==> src/mdsca_pkg.sv <==
// Package with offsets, field positions, reset values and counts for sync align.
package mdsca_pkg;

    // Register byte offsets on the APB bus.
    localparam logic [7:0] OFS_FUNC_ONE = 8'h00;
    localparam logic [7:0] OFS_FUNC_TWO = 8'h04;
    localparam logic [7:0] OFS_STATUS   = 8'h08;

    // Field positions in function_reg_one.
    localparam int FR1_SW_SYNC = 0;
    localparam int FR1_HW_SYNC = 1;

    // Field positions in function_reg_two.
    localparam int FR2_OFS_LO   = 0;
    localparam int FR2_MASK     = 4;
    localparam int FR2_FLAG     = 5;
    localparam int FR2_MASTER   = 6;
    localparam int FR2_AUTO_EN  = 7;

    // Field positions in the status register.
    localparam int ST_PHASE_LO  = 0;
    localparam int ST_SYNC_CLK  = 2;
    localparam int ST_UPD_PEND  = 3;

    // Values after reset.
    localparam logic [1:0] FR1_RESET    = 2'h0;
    localparam logic [7:0] FR2_RESET    = 8'h00;

    // Counts of system clock cycles, and phase values of the clock generator.
    localparam int          SYNC_DIV     = 4;
    localparam int          SYNC_STAGES  = 2;
    localparam int          DELAY_TAPS   = 3;
    localparam logic [1:0]  EXP_PHASE    = 2'h2;
    localparam logic [1:0]  PHASE_RISE   = 2'h1;

endpackage

==> src/mdsca_sync2.sv <==
// Two flip-flop synchroniser with a rising edge detector behind it.
`timescale 1ns/10ps
module mdsca_sync2 (
    input  wire logic clock_i,
    input  wire logic rstn_i,
    input  wire logic d_i,
    output logic      q_o,
    output logic      rise_o
);
    typedef struct packed {
        logic s1;
        logic s2;
        logic prev;
    } mdsca_sync_t;

    mdsca_sync_t cur_ff;
    mdsca_sync_t nxt_cur;

    always_comb begin
        nxt_cur      = cur_ff;
        nxt_cur.s1   = d_i;
        nxt_cur.s2   = cur_ff.s1;
        nxt_cur.prev = cur_ff.s2;
    end

    always_ff @(posedge clock_i or negedge rstn_i) begin
        if (!rstn_i) begin
            // Reset to the idle high level of a pulled-up pin.
            // A low-idle input then shows no edge, and a high one no false edge.
            cur_ff <= '1;
        end else begin
            cur_ff <= nxt_cur;
        end
    end

    assign q_o    = cur_ff.s2;
    assign rise_o = cur_ff.s2 & ~cur_ff.prev;
endmodule

==> src/mdsca_clkgen.sv <==
// Divide-by-four sync clock generator whose state machine can be stalled.
`timescale 1ns/10ps
module mdsca_clkgen (
    input  wire logic       clock_i,
    input  wire logic       rstn_i,
    input  wire logic       stall_i,
    output logic [1:0]      phase_o,
    output logic            sync_clk_o,
    output logic            tick_o
);
    typedef struct packed {
        logic [1:0] cnt;
        logic       clk;
    } mdsca_gen_t;

    mdsca_gen_t cur_ff;
    mdsca_gen_t nxt_cur;

    always_comb begin
        nxt_cur = cur_ff;
        if (!stall_i) begin
            nxt_cur.cnt = cur_ff.cnt + 2'h1;
        end
        nxt_cur.clk = nxt_cur.cnt[1];
    end

    always_ff @(posedge clock_i or negedge rstn_i) begin
        if (!rstn_i) begin
            cur_ff <= '0;
        end else begin
            cur_ff <= nxt_cur;
        end
    end

    assign phase_o    = cur_ff.cnt;
    assign sync_clk_o = cur_ff.clk;
    // High in the cycle before the sync clock rises.
    assign tick_o     = ~stall_i && (cur_ff.cnt == mdsca_pkg::PHASE_RISE);
endmodule

==> src/mdsca_top.sv <==
// Multi-device sync clock alignment with its APB register file.
//
// Chosen here: the APB slave port and the placing of the registers.
`timescale 1ns/10ps

// What this block does
// RQ1: Three alignment methods force known clock state.
// RQ2: Controller sends update strobe to all devices together.
// RQ3: Auto sync runs only when enable bit set.
// RQ4: Master bit one makes master, zero slave.
// RQ5: Master emits one-cycle pulse every four cycles.
// RQ6: Slave compares phase, stalls one cycle on mismatch.
// RQ7: Slave aligns within three sync clock periods.
// RQ8: Offset code compensates zero to three cycles.
// RQ9: Integrator measures delay and programs offset code.
// RQ10: Slave sets flag on loss; read clears it.
// RQ11: Alignment runs regardless of status flag.
// RQ12: Mask bit holds status flag low.
// RQ13: Software sync bit enables software mode.
// RQ14: Update clearing software bit stalls one cycle.
// RQ15: Manual modes leave sync output unused; sync_out_o still pulses when the auto and master bits are set.
// RQ16: Hardware sync bit enables hardware mode.
// RQ17: Each sync input rising edge stalls once.
// RQ18: Controller repeats stalls until all in phase.
// RQ19: Role and sync bits programmable by software.
// RQ20: Sync clock is system clock divided four.
// RQ21: Update strobe held beyond one sync period.
// RQ22: Sampled pulse delayed by offset before compare.
module mdsca_top (
    input  wire logic        clock_i,
    input  wire logic        rstn_i,
    input  wire logic        psel_i,
    input  wire logic        penable_i,
    input  wire logic        pwrite_i,
    input  wire logic [7:0]  paddr_i,
    input  wire logic [31:0] pwdata_i,
    output logic [31:0]      prdata_o,
    output logic             pready_o,
    output logic             pslverr_o,
    input  wire logic        sync_in_i,
    input  wire logic        io_update_i,
    output logic             sync_out_o,
    output logic             sync_clk_o
);
    typedef struct packed {
        logic [1:0]  fr1_buf;
        logic [7:0]  fr2_buf;
        logic [1:0]  fr1_act;
        logic [7:0]  fr2_act;
        logic        flag;
        logic        upd_pend;
        logic        stall;
        logic        sync_out;
        logic [2:0]  dly;
        logic [31:0] rdata;
        logic        err;
    } mdsca_state_t;

    mdsca_state_t cur_ff;
    mdsca_state_t nxt_cur;

    logic [1:0] phase;
    logic       tick;
    logic       sin_q;
    logic       sin_rise;
    logic       upd_q;
    logic       upd_rise;
    logic       setup_ph;
    logic       access_ph;
    logic       auto_on;
    logic       is_master;
    logic       auto_slave;
    logic       hw_mode;
    logic       sw_mode;
    logic       cmp_pulse;
    logic       mismatch;
    logic       hw_stall;
    logic       sw_stall;
    logic       rd_clear;

    // Picks the delay tap that makes the total pulse delay constant.
    function automatic logic tap_pick(input logic [1:0] code,
                                      input logic       now,
                                      input logic [2:0] line);
        logic res;
        res = now;
        case (code)
            2'h0:    res = line[2];
            2'h1:    res = line[1];
            2'h2:    res = line[0];
            2'h3:    res = now;
            default: res = now;
        endcase
        return res;
    endfunction

    function automatic logic addr_hit(input logic [7:0] a,
                                      input logic [7:0] ofs);
        return a == ofs;
    endfunction

    mdsca_sync2 u_sync_in (
        .clock_i (clock_i),
        .rstn_i  (rstn_i),
        .d_i     (sync_in_i),
        .q_o     (sin_q),
        .rise_o  (sin_rise)
    );

    mdsca_sync2 u_sync_upd (
        .clock_i (clock_i),
        .rstn_i  (rstn_i),
        .d_i     (io_update_i),
        .q_o     (upd_q),
        .rise_o  (upd_rise)
    );

    mdsca_clkgen u_clkgen (
        .clock_i    (clock_i),
        .rstn_i     (rstn_i),
        .stall_i    (cur_ff.stall),
        .phase_o    (phase),
        .sync_clk_o (sync_clk_o),
        .tick_o     (tick)
    );

    assign setup_ph  = psel_i & ~penable_i;
    assign access_ph = psel_i & penable_i;

    assign auto_on    = cur_ff.fr2_act[mdsca_pkg::FR2_AUTO_EN];  // [RQ3]
    assign is_master  = cur_ff.fr2_act[mdsca_pkg::FR2_MASTER];   // [RQ4]
    assign hw_mode    = cur_ff.fr1_act[mdsca_pkg::FR1_HW_SYNC];  // [RQ16]
    assign sw_mode    = cur_ff.fr1_act[mdsca_pkg::FR1_SW_SYNC];  // [RQ13]
    assign auto_slave = auto_on & ~is_master & ~hw_mode & ~sw_mode;

    // Synchroniser and delay line add up to five cycles less the offset code.
    assign cmp_pulse = tap_pick(cur_ff.fr2_act[1:0], sin_rise,
                                cur_ff.dly);                     // [RQ22] [RQ8]
    assign mismatch  = auto_slave & cmp_pulse &
                       (phase != mdsca_pkg::EXP_PHASE);          // [RQ6]
    assign hw_stall  = hw_mode & sin_rise;                       // [RQ17]
    // A sync clock edge with an update pending loads the active copies.
    assign sw_stall  = tick & cur_ff.upd_pend & sw_mode &
                       ~cur_ff.fr1_buf[mdsca_pkg::FR1_SW_SYNC];  // [RQ14]
    assign rd_clear  = access_ph & ~pwrite_i &
                       addr_hit(paddr_i, mdsca_pkg::OFS_FUNC_TWO);

    always_comb begin
        nxt_cur = cur_ff;
        nxt_cur.dly   = {cur_ff.dly[1:0], sin_rise};
        // All methods share this one-cycle stall of the clock generator.
        nxt_cur.stall = mismatch | hw_stall | sw_stall;          // [RQ1] [RQ7]
        // Pulse leaves in the cycle after phase zero, one cycle wide.
        nxt_cur.sync_out = auto_on & is_master &
                           (phase == 2'h0) & ~cur_ff.stall;      // [RQ5] [RQ15]
        if (upd_rise) begin
            nxt_cur.upd_pend = 1'b1;
        end
        if (tick && cur_ff.upd_pend) begin
            nxt_cur.upd_pend = upd_rise;
            nxt_cur.fr1_act  = cur_ff.fr1_buf;
            nxt_cur.fr2_act  = cur_ff.fr2_buf;
        end
        if (access_ph && pwrite_i) begin                          // [RQ19]
            if (addr_hit(paddr_i, mdsca_pkg::OFS_FUNC_ONE)) begin
                nxt_cur.fr1_buf = pwdata_i[1:0];
            end
            if (addr_hit(paddr_i, mdsca_pkg::OFS_FUNC_TWO)) begin
                nxt_cur.fr2_buf = pwdata_i[7:0];
                nxt_cur.fr2_buf[mdsca_pkg::FR2_FLAG] = 1'b0;
            end
        end
        // A new loss of sync wins over the clear done by a read.
        if (rd_clear) begin
            nxt_cur.flag = 1'b0;                                  // [RQ10]
        end
        if (mismatch) begin
            nxt_cur.flag = 1'b1;                                  // [RQ10] [RQ11]
        end
        if (cur_ff.fr2_act[mdsca_pkg::FR2_MASK]) begin
            nxt_cur.flag = 1'b0;                                  // [RQ12]
        end
        if (setup_ph) begin
            nxt_cur.err   = 1'b0;
            nxt_cur.rdata = 32'h0000_0000;
            case (paddr_i)
                mdsca_pkg::OFS_FUNC_ONE: begin
                    nxt_cur.rdata[1:0] = cur_ff.fr1_buf;
                end
                mdsca_pkg::OFS_FUNC_TWO: begin
                    nxt_cur.rdata[7:0] = cur_ff.fr2_buf;
                    nxt_cur.rdata[mdsca_pkg::FR2_FLAG] = cur_ff.flag;
                end
                mdsca_pkg::OFS_STATUS: begin
                    nxt_cur.rdata[1:0] = phase;
                    nxt_cur.rdata[mdsca_pkg::ST_SYNC_CLK] = sync_clk_o;
                    nxt_cur.rdata[mdsca_pkg::ST_UPD_PEND] =
                        cur_ff.upd_pend;
                end
                default: begin
                    nxt_cur.err = 1'b1;
                end
            endcase
        end
    end

    always_ff @(posedge clock_i or negedge rstn_i) begin
        if (!rstn_i) begin
            cur_ff         <= '0;
            cur_ff.fr1_buf <= mdsca_pkg::FR1_RESET;
            cur_ff.fr2_buf <= mdsca_pkg::FR2_RESET;
            cur_ff.fr1_act <= mdsca_pkg::FR1_RESET;
            cur_ff.fr2_act <= mdsca_pkg::FR2_RESET;
        end else begin
            cur_ff <= nxt_cur;
        end
    end

    assign prdata_o   = cur_ff.rdata;
    assign pslverr_o  = cur_ff.err & access_ph;
    assign pready_o   = 1'b1;
    assign sync_out_o = cur_ff.sync_out;

    // Helper: count cycles since the last stall.
    logic [3:0] gap_cnt_ff;
    always_ff @(posedge clock_i or negedge rstn_i) begin
        if (!rstn_i) begin
            gap_cnt_ff <= 4'h0;
        end else if (cur_ff.stall) begin
            gap_cnt_ff <= 4'h0;
        end else if (gap_cnt_ff != 4'hf) begin
            gap_cnt_ff <= gap_cnt_ff + 4'h1;
        end
    end
endmodule

==> config.mk <==
export PLATFORM = sky130hd
export DESIGN_NAME = mdsca_top
export DESIGN_NICKNAME = d
export VERILOG_FILES = /design/src/mdsca_pkg.sv /design/src/mdsca_sync2.sv /design/src/mdsca_clkgen.sv /design/src/mdsca_top.sv
export SDC_FILE = /design/constraint.sdc
export NUM_CORES = 1
export LEC_CHECK = 0
export CORE_MARGIN = 2
export CORE_UTILIZATION = 61
export CTS_CLUSTER_SIZE = 12
export DETAILED_ROUTE_END_ITERATION = 6
export DONT_BUFFER_PORTS = 1
export PLACE_DENSITY = 0.78
export SYNTH_ARGS = -nofsm -noshare
export SYNTH_HDL_FRONTEND = slang
export SYNTH_SLANG_ARGS = --single-unit
==> constraint.sdc <==
create_clock -name clock_i -period 3.5 [get_ports clock_i]
set_input_delay 0.525 -clock clock_i [delete_from_list [all_inputs] [get_ports clock_i]]
set_output_delay 0.525 -clock clock_i [all_outputs]
set_load 0.005 [all_outputs]
# --- After elaboration in Yosys (flattened, before gate mapping) ---
# Cells that the tools add are included.
totals:
  register_bits: 42
  latch_bits: 0
  mem_bits_rw: 0
  rom_bits: 0
  inputBits: 47
  output_inout_bits: 36
  wordCells: 79
  n_memories: 0
op_classes:
  addsub: 1
  n_mul: 0
  n_div: 0
  n_lt_le_gt_ge: 0
  eq_ne: 7
  shift: 0
  muxes: 11
  bitwise: 30
  n_reduce_logical: 11
op_table:
  columns: ["op", "count"]
  rows:
  - ["1-bit bitwise AND", 19]
  - ["1-bit NOT", 9]
  - ["8-bit by 3-bit == test with 1-bit output (second input constant)", 1]
  - ["8-bit by 4-bit == test with 1-bit output (second input constant)", 1]
  - ["8-bit logical NOT", 1]
  - ["1-bit two-way mux", 6]
  - ["2-bit one-hot mux with 3 select lines", 1]
  - ["2-bit by 1-bit == test with 1-bit output (second input constant)", 2]
  - ["2-bit == test (second input constant)", 2]
  - ["2-bit logical NOT", 2]
  - ["4-bit two-way mux", 1]
  - ["1-bit one-hot mux with 4 select lines", 1]
  - ["2-bit one-hot mux with 2 select lines", 1]
  - ["2-bit AND reduction", 2]
  - ["1-bit logical AND", 3]
  - ["3-bit nonzero test", 1]
  - ["3-bit OR reduction", 1]
  - ["2-bit by 1-bit adder with 2-bit output (second input constant)", 1]
  - ["2-bit two-way mux", 1]
  - ["2-bit != test (second input constant)", 1]
  - ["1-bit bitwise OR", 2]
  - ["2-bit nonzero test", 1]

# --- Longest topological paths before layout ---
logic_depth:
  word_depth: 8
  mapped_depth: 5
  mapped_depth_nobuf: 5

# --- Modules after synthesis ---
# A second synthesis with hierarchy kept.
hier_totals:
  hier_cells: 153
  area_unflattened_um2: 1921.8
modules_own_cells:
  columns: ["mod", "instances", "cells_per_inst", "area_per_inst_um2", "seq_area_each_um2"]
  rows:
  - ["mdsca_top", 1, 137, 1637.8, 800.8]
  - ["mdsca_sync2", 2, 4, 92.6, 78.8]
  - ["mdsca_clkgen", 1, 8, 98.8, 50.0]

# --- Worst setup path before layout ---
# No wires, ideal clock.
synth_path:
  path_kind: "input -> register"
  start: "input port paddr_i[1]"
  end: "register cur_ff[50] (netlist bit)"
  setup_time_ps: 125
  arrival_ps: 1938
  t_required_ps: 3375
  path_slack_ps: 1437
  path_stages: 4
  path_buffers: 1
  cell_sequence: "or4_1 buf_2 nor4_4 mux2_2"
synth_between:
  elab_chain_cells: 2
synth_lines:
  columns: ["element", "line_no", "rtl"]
  rows:
  - ["start, declared", "mdsca_top.sv:35", "input wire logic [7:0] paddr_i,"]
  - ["8-bit by 3-bit == test with 1-bit output", "mdsca_top.sv:99", "return a == ofs;"]
  - ["2-bit AND reduction (no source line)", null, null]
  - ["end signal, assigned", "mdsca_top.sv:215", "cur_ff <= nxt_cur;"]
  - ["end, declared", "mdsca_top.sv:59", "mdsca_state_t cur_ff;"]
# Every way passes these cells.
# A chain may end at the register's enable or synchronous reset.

# --- Final worst setup path ---
layout_path:
  start: "input port paddr_i[1]"
  end: "register cur_ff[56] (netlist bit)"
# The elaborated chain is that of the path after synthesis.

==> results_dict.tcl <==
set metrics [dict create \
    cts.sinks 40 \
    fmax_mhz 509 \
    cts_tree "built" \
    dr.pass1.iters 4 \
    fin_crit_sh_pct 56.1 \
    hold_viol_final 0 \
    ant_nets 0 \
    layoutNonFillerInstCount 201 \
    dieArea_um2 3630 \
    yosysTopAreaCell "dfrtp_1" \
    cts.clk_slew.worst_paths_ps 110 \
    critPathLaunchType "input pin" \
    setup_ws_ps 1540 \
    yosys-top-cells-area "dfrtp_1 (44%), buf_4 (13%), mux2_2 (11%)" \
    post-place-ws_ps 1180 \
    crit_required_ps 3730 \
    synth_cell_types 35 \
    core_area_um2 3030 \
    clk_path_buf_depth 2 \
    rrSetupSlack_ps 1940 \
    post_cts_resized 0 \
    synthAdderAreaFrac_pct 1.95 \
    synth-seq-cells 40 \
    critPathArrivalTime_ps 2190 \
    worstSetupStartpoint "paddr_i[1]" \
    drt_iter0_markers 72 \
    routedWlPerCell_um 15.0 \
    hp-class "in2reg" \
    power_uw 894 \
    drive_above_1_share_pct 23.6 \
    synthTopCellsByCount "dfrtp_1 (34), buf_4 (33), mux2_2 (19)" \
    rows 20 \
    hpwl_mm 2.25 \
    area_delta_synth_final_pct -1.23 \
    rr_worst_depth 4 \
    cap_violations 0 \
    worstSetupEndpointType "flop" \
    tightest_slew_ps 614 \
    ys_dominant_reg_cell "dfrtp_1" \
    vias 1059 \
    r2r_end "cur_ff[41]$_DFFE_PN0N_" \
    finClkSkew_ps 7.49 \
    htree_num_levels 2 \
    grt_usage_pct 19.3 \
    grt_pass1_vias 1083 \
    totalWireLength_mm 3.02 \
    final.setup.tns_ps 0 \
    root_buffer "clkbuf_4" \
    p_leak_nw 0.926 \
    critPathKind "in2reg" \
    rsz0062_at_grt "false" \
    ioPinCount 83 \
    grt_pass1_wl_mm 4.90 \
    placed_cells 190 \
    port_buffers 0 \
    syn_inst 160 \
    cts_setup_buffers 0 \
    ys_warn_count 0 \
    ys_async_sr_fraction_pct 100 \
    start_util_pct 63.7 \
    syn_area_um2 1930 \
    status "finished, final reports clean" \
    synth_area_per_cell_um2 12.1 \
    antenna_found_initial 0 \
    synth_seq_area_share_pct 52.3 \
    seqCellArea_um2 1010 \
    avgViaCountPerCell 5.27 \
    synthSimpleGateAreaFrac_pct 10.3 \
    nNetsFinal 206 \
    clock_latency_ps 330 \
    regToRegStartpoint "u_clkgen.sync_clk_o$_DFFE_PN0N_" \
    die_x_um 60.2 \
    grt_max_degree 35 \
    path_max_fanout 7 \
    synth_top_area_share_pct 44.1 \
    period_needed_ps 1960 \
    max-vdd-ir-drop_mv 0.257 \
    cts-buffers-inserted 5 \
    yosysMostFrequentCell "dfrtp_1" \
    n_fill_cell 243 \
    antenna_cells 0 \
    slew_viol_final 0 \
    fp.dieH_um 60.2 \
    worstSetupEndpoint "cur_ff[56]$_DFFE_PN0P_" \
    synthMuxAreaShare_pct 12.3 \
    multi_input_area_um2 704 \
    synth_xor_area_share_pct 0.454 \
    drc_errors 0 \
    p_per_area_nw_per_um2 469 \
    synth-compound-area-share_pct 6.75 \
    synth_edf_count 0 \
    synth_top_family_by_area "buffers and inverters" \
    max_slew_margin_pct 58.7 \
    grt_remaining_overflow 0 \
    setup_viol 0 \
    place_congestion 0.799 \
]
## cell type report
type,count,area share (%)
Inverter,10,1.97
Tap cell,44,2.89
Clock buffer,8,3.09
Multi-Input combinational cell,96,37.0
Sequential cell,40,53.0
Timing Repair Buffer,3,2.10
## cells by family (layout without fill, tap and decap cells)
| group | after synthesis | count (layout) |
|---|---|---|
| DFF | 40 | 40 |
| adders and majority gates | 3 | 3 |
| xor gates and xnor gates | 1 | 1 |
| and+or+nand+nor | 29 | 29 |
| muxes | 20 | 20 |
| buffers and inverters | 47 | 21 |
| AOI/OAI and AO/OA | 18 | 18 |
| other | 2 | 25 |
## cell usage in the layout, fill, tap and decap left out, drive strengths merged, types with 2 or more instances in the layout
cell type / instances
a21oi: 2
dfrtp: 34
dfstp: 6
a22o: 4
clkbuf: 8
nor4: 4
a22oi: 2
mux2: 19
or2: 2
inv: 10
conb: 25
nand2b: 5
o31ai: 4
nor2b: 2
ha: 3
o21ai: 3
dlygate4sd3: 2
nand2: 6
nor2: 2
## how the worst min path moves through the flow
stage	slack [ps]	start	end	depth (start not counted)
after global routing	140	sync_in_i	u_sync_in.cur_ff[2]$_DFF_PN1_	0
after floorplan	230	rstn_i	auto_on$_DFFE_PN0N_	0
after CTS	1	rstn_i	u_sync_in.q_o$_DFF_PN1_	0
after detailed placement	230	rstn_i	cur_ff[46]$_DFFE_PN0N_	0
final	180	sync_in_i	u_sync_in.cur_ff[2]$_DFF_PN1_	0
after global placement	230	rstn_i	cur_ff[57]$_DFFE_PN0P_	0
## metal layers
| layer | vias up | global-route usage (%) | part of all wire [%] |
|---|---|---|---|
| li1 | 484 | - | - |
| met1 | 513 | 22.0 | 42 |
| met2 | 58 | 32.5 | 49 |
| met3 | 4 | 6.71 | 7.9 |
| met4 | 0 | 8.89 | 1.3 |
| met5 | - | 0 | 0 |
## through the flow
stage / instance area, µm² / hold slack [ps] / util, %
after floorplan: 2010 / 229 / -
after global placement: 1810 / 230 / 59.6
after detailed placement: 1810 / 230 / 59.6
after CTS: 1890 / 1.00 / 62.6
after global routing: 1900 / 139 / 62.9
final: 1900 / 177 / 62.9
## worst max-delay path: stages
cell and delay, ps:
or4_1 670, nor4_4 580, mux2_2 420
## flip-flops by register name, summed over array words and instances, names as in the netlist
register and count:
u_sync_upd.q_o 1, u_clkgen.phase_o 1, u_sync_in.cur_ff 2, u_clkgen.sync_clk_o 1, prdata_o 8, cur_ff 22
u_sync_upd.cur_ff 2, sync_out_o 1, u_sync_in.q_o 1, auto_on 1
## report_power, final
part	leakage [nW]	switching, mW	internal [mW]
logic	0.375	0.0749	0.0580
registers	0.518	0.0274	0.499
clock network	0.0326	0.136	0.0992
## repair_timing
item	4_1_cts	5_1_grt
endpoints found under the setup margin	0	0
hold buffers	2	1
hold endpoints to repair	34	6
Note: power is estimated with default switching activity, not from simulation.
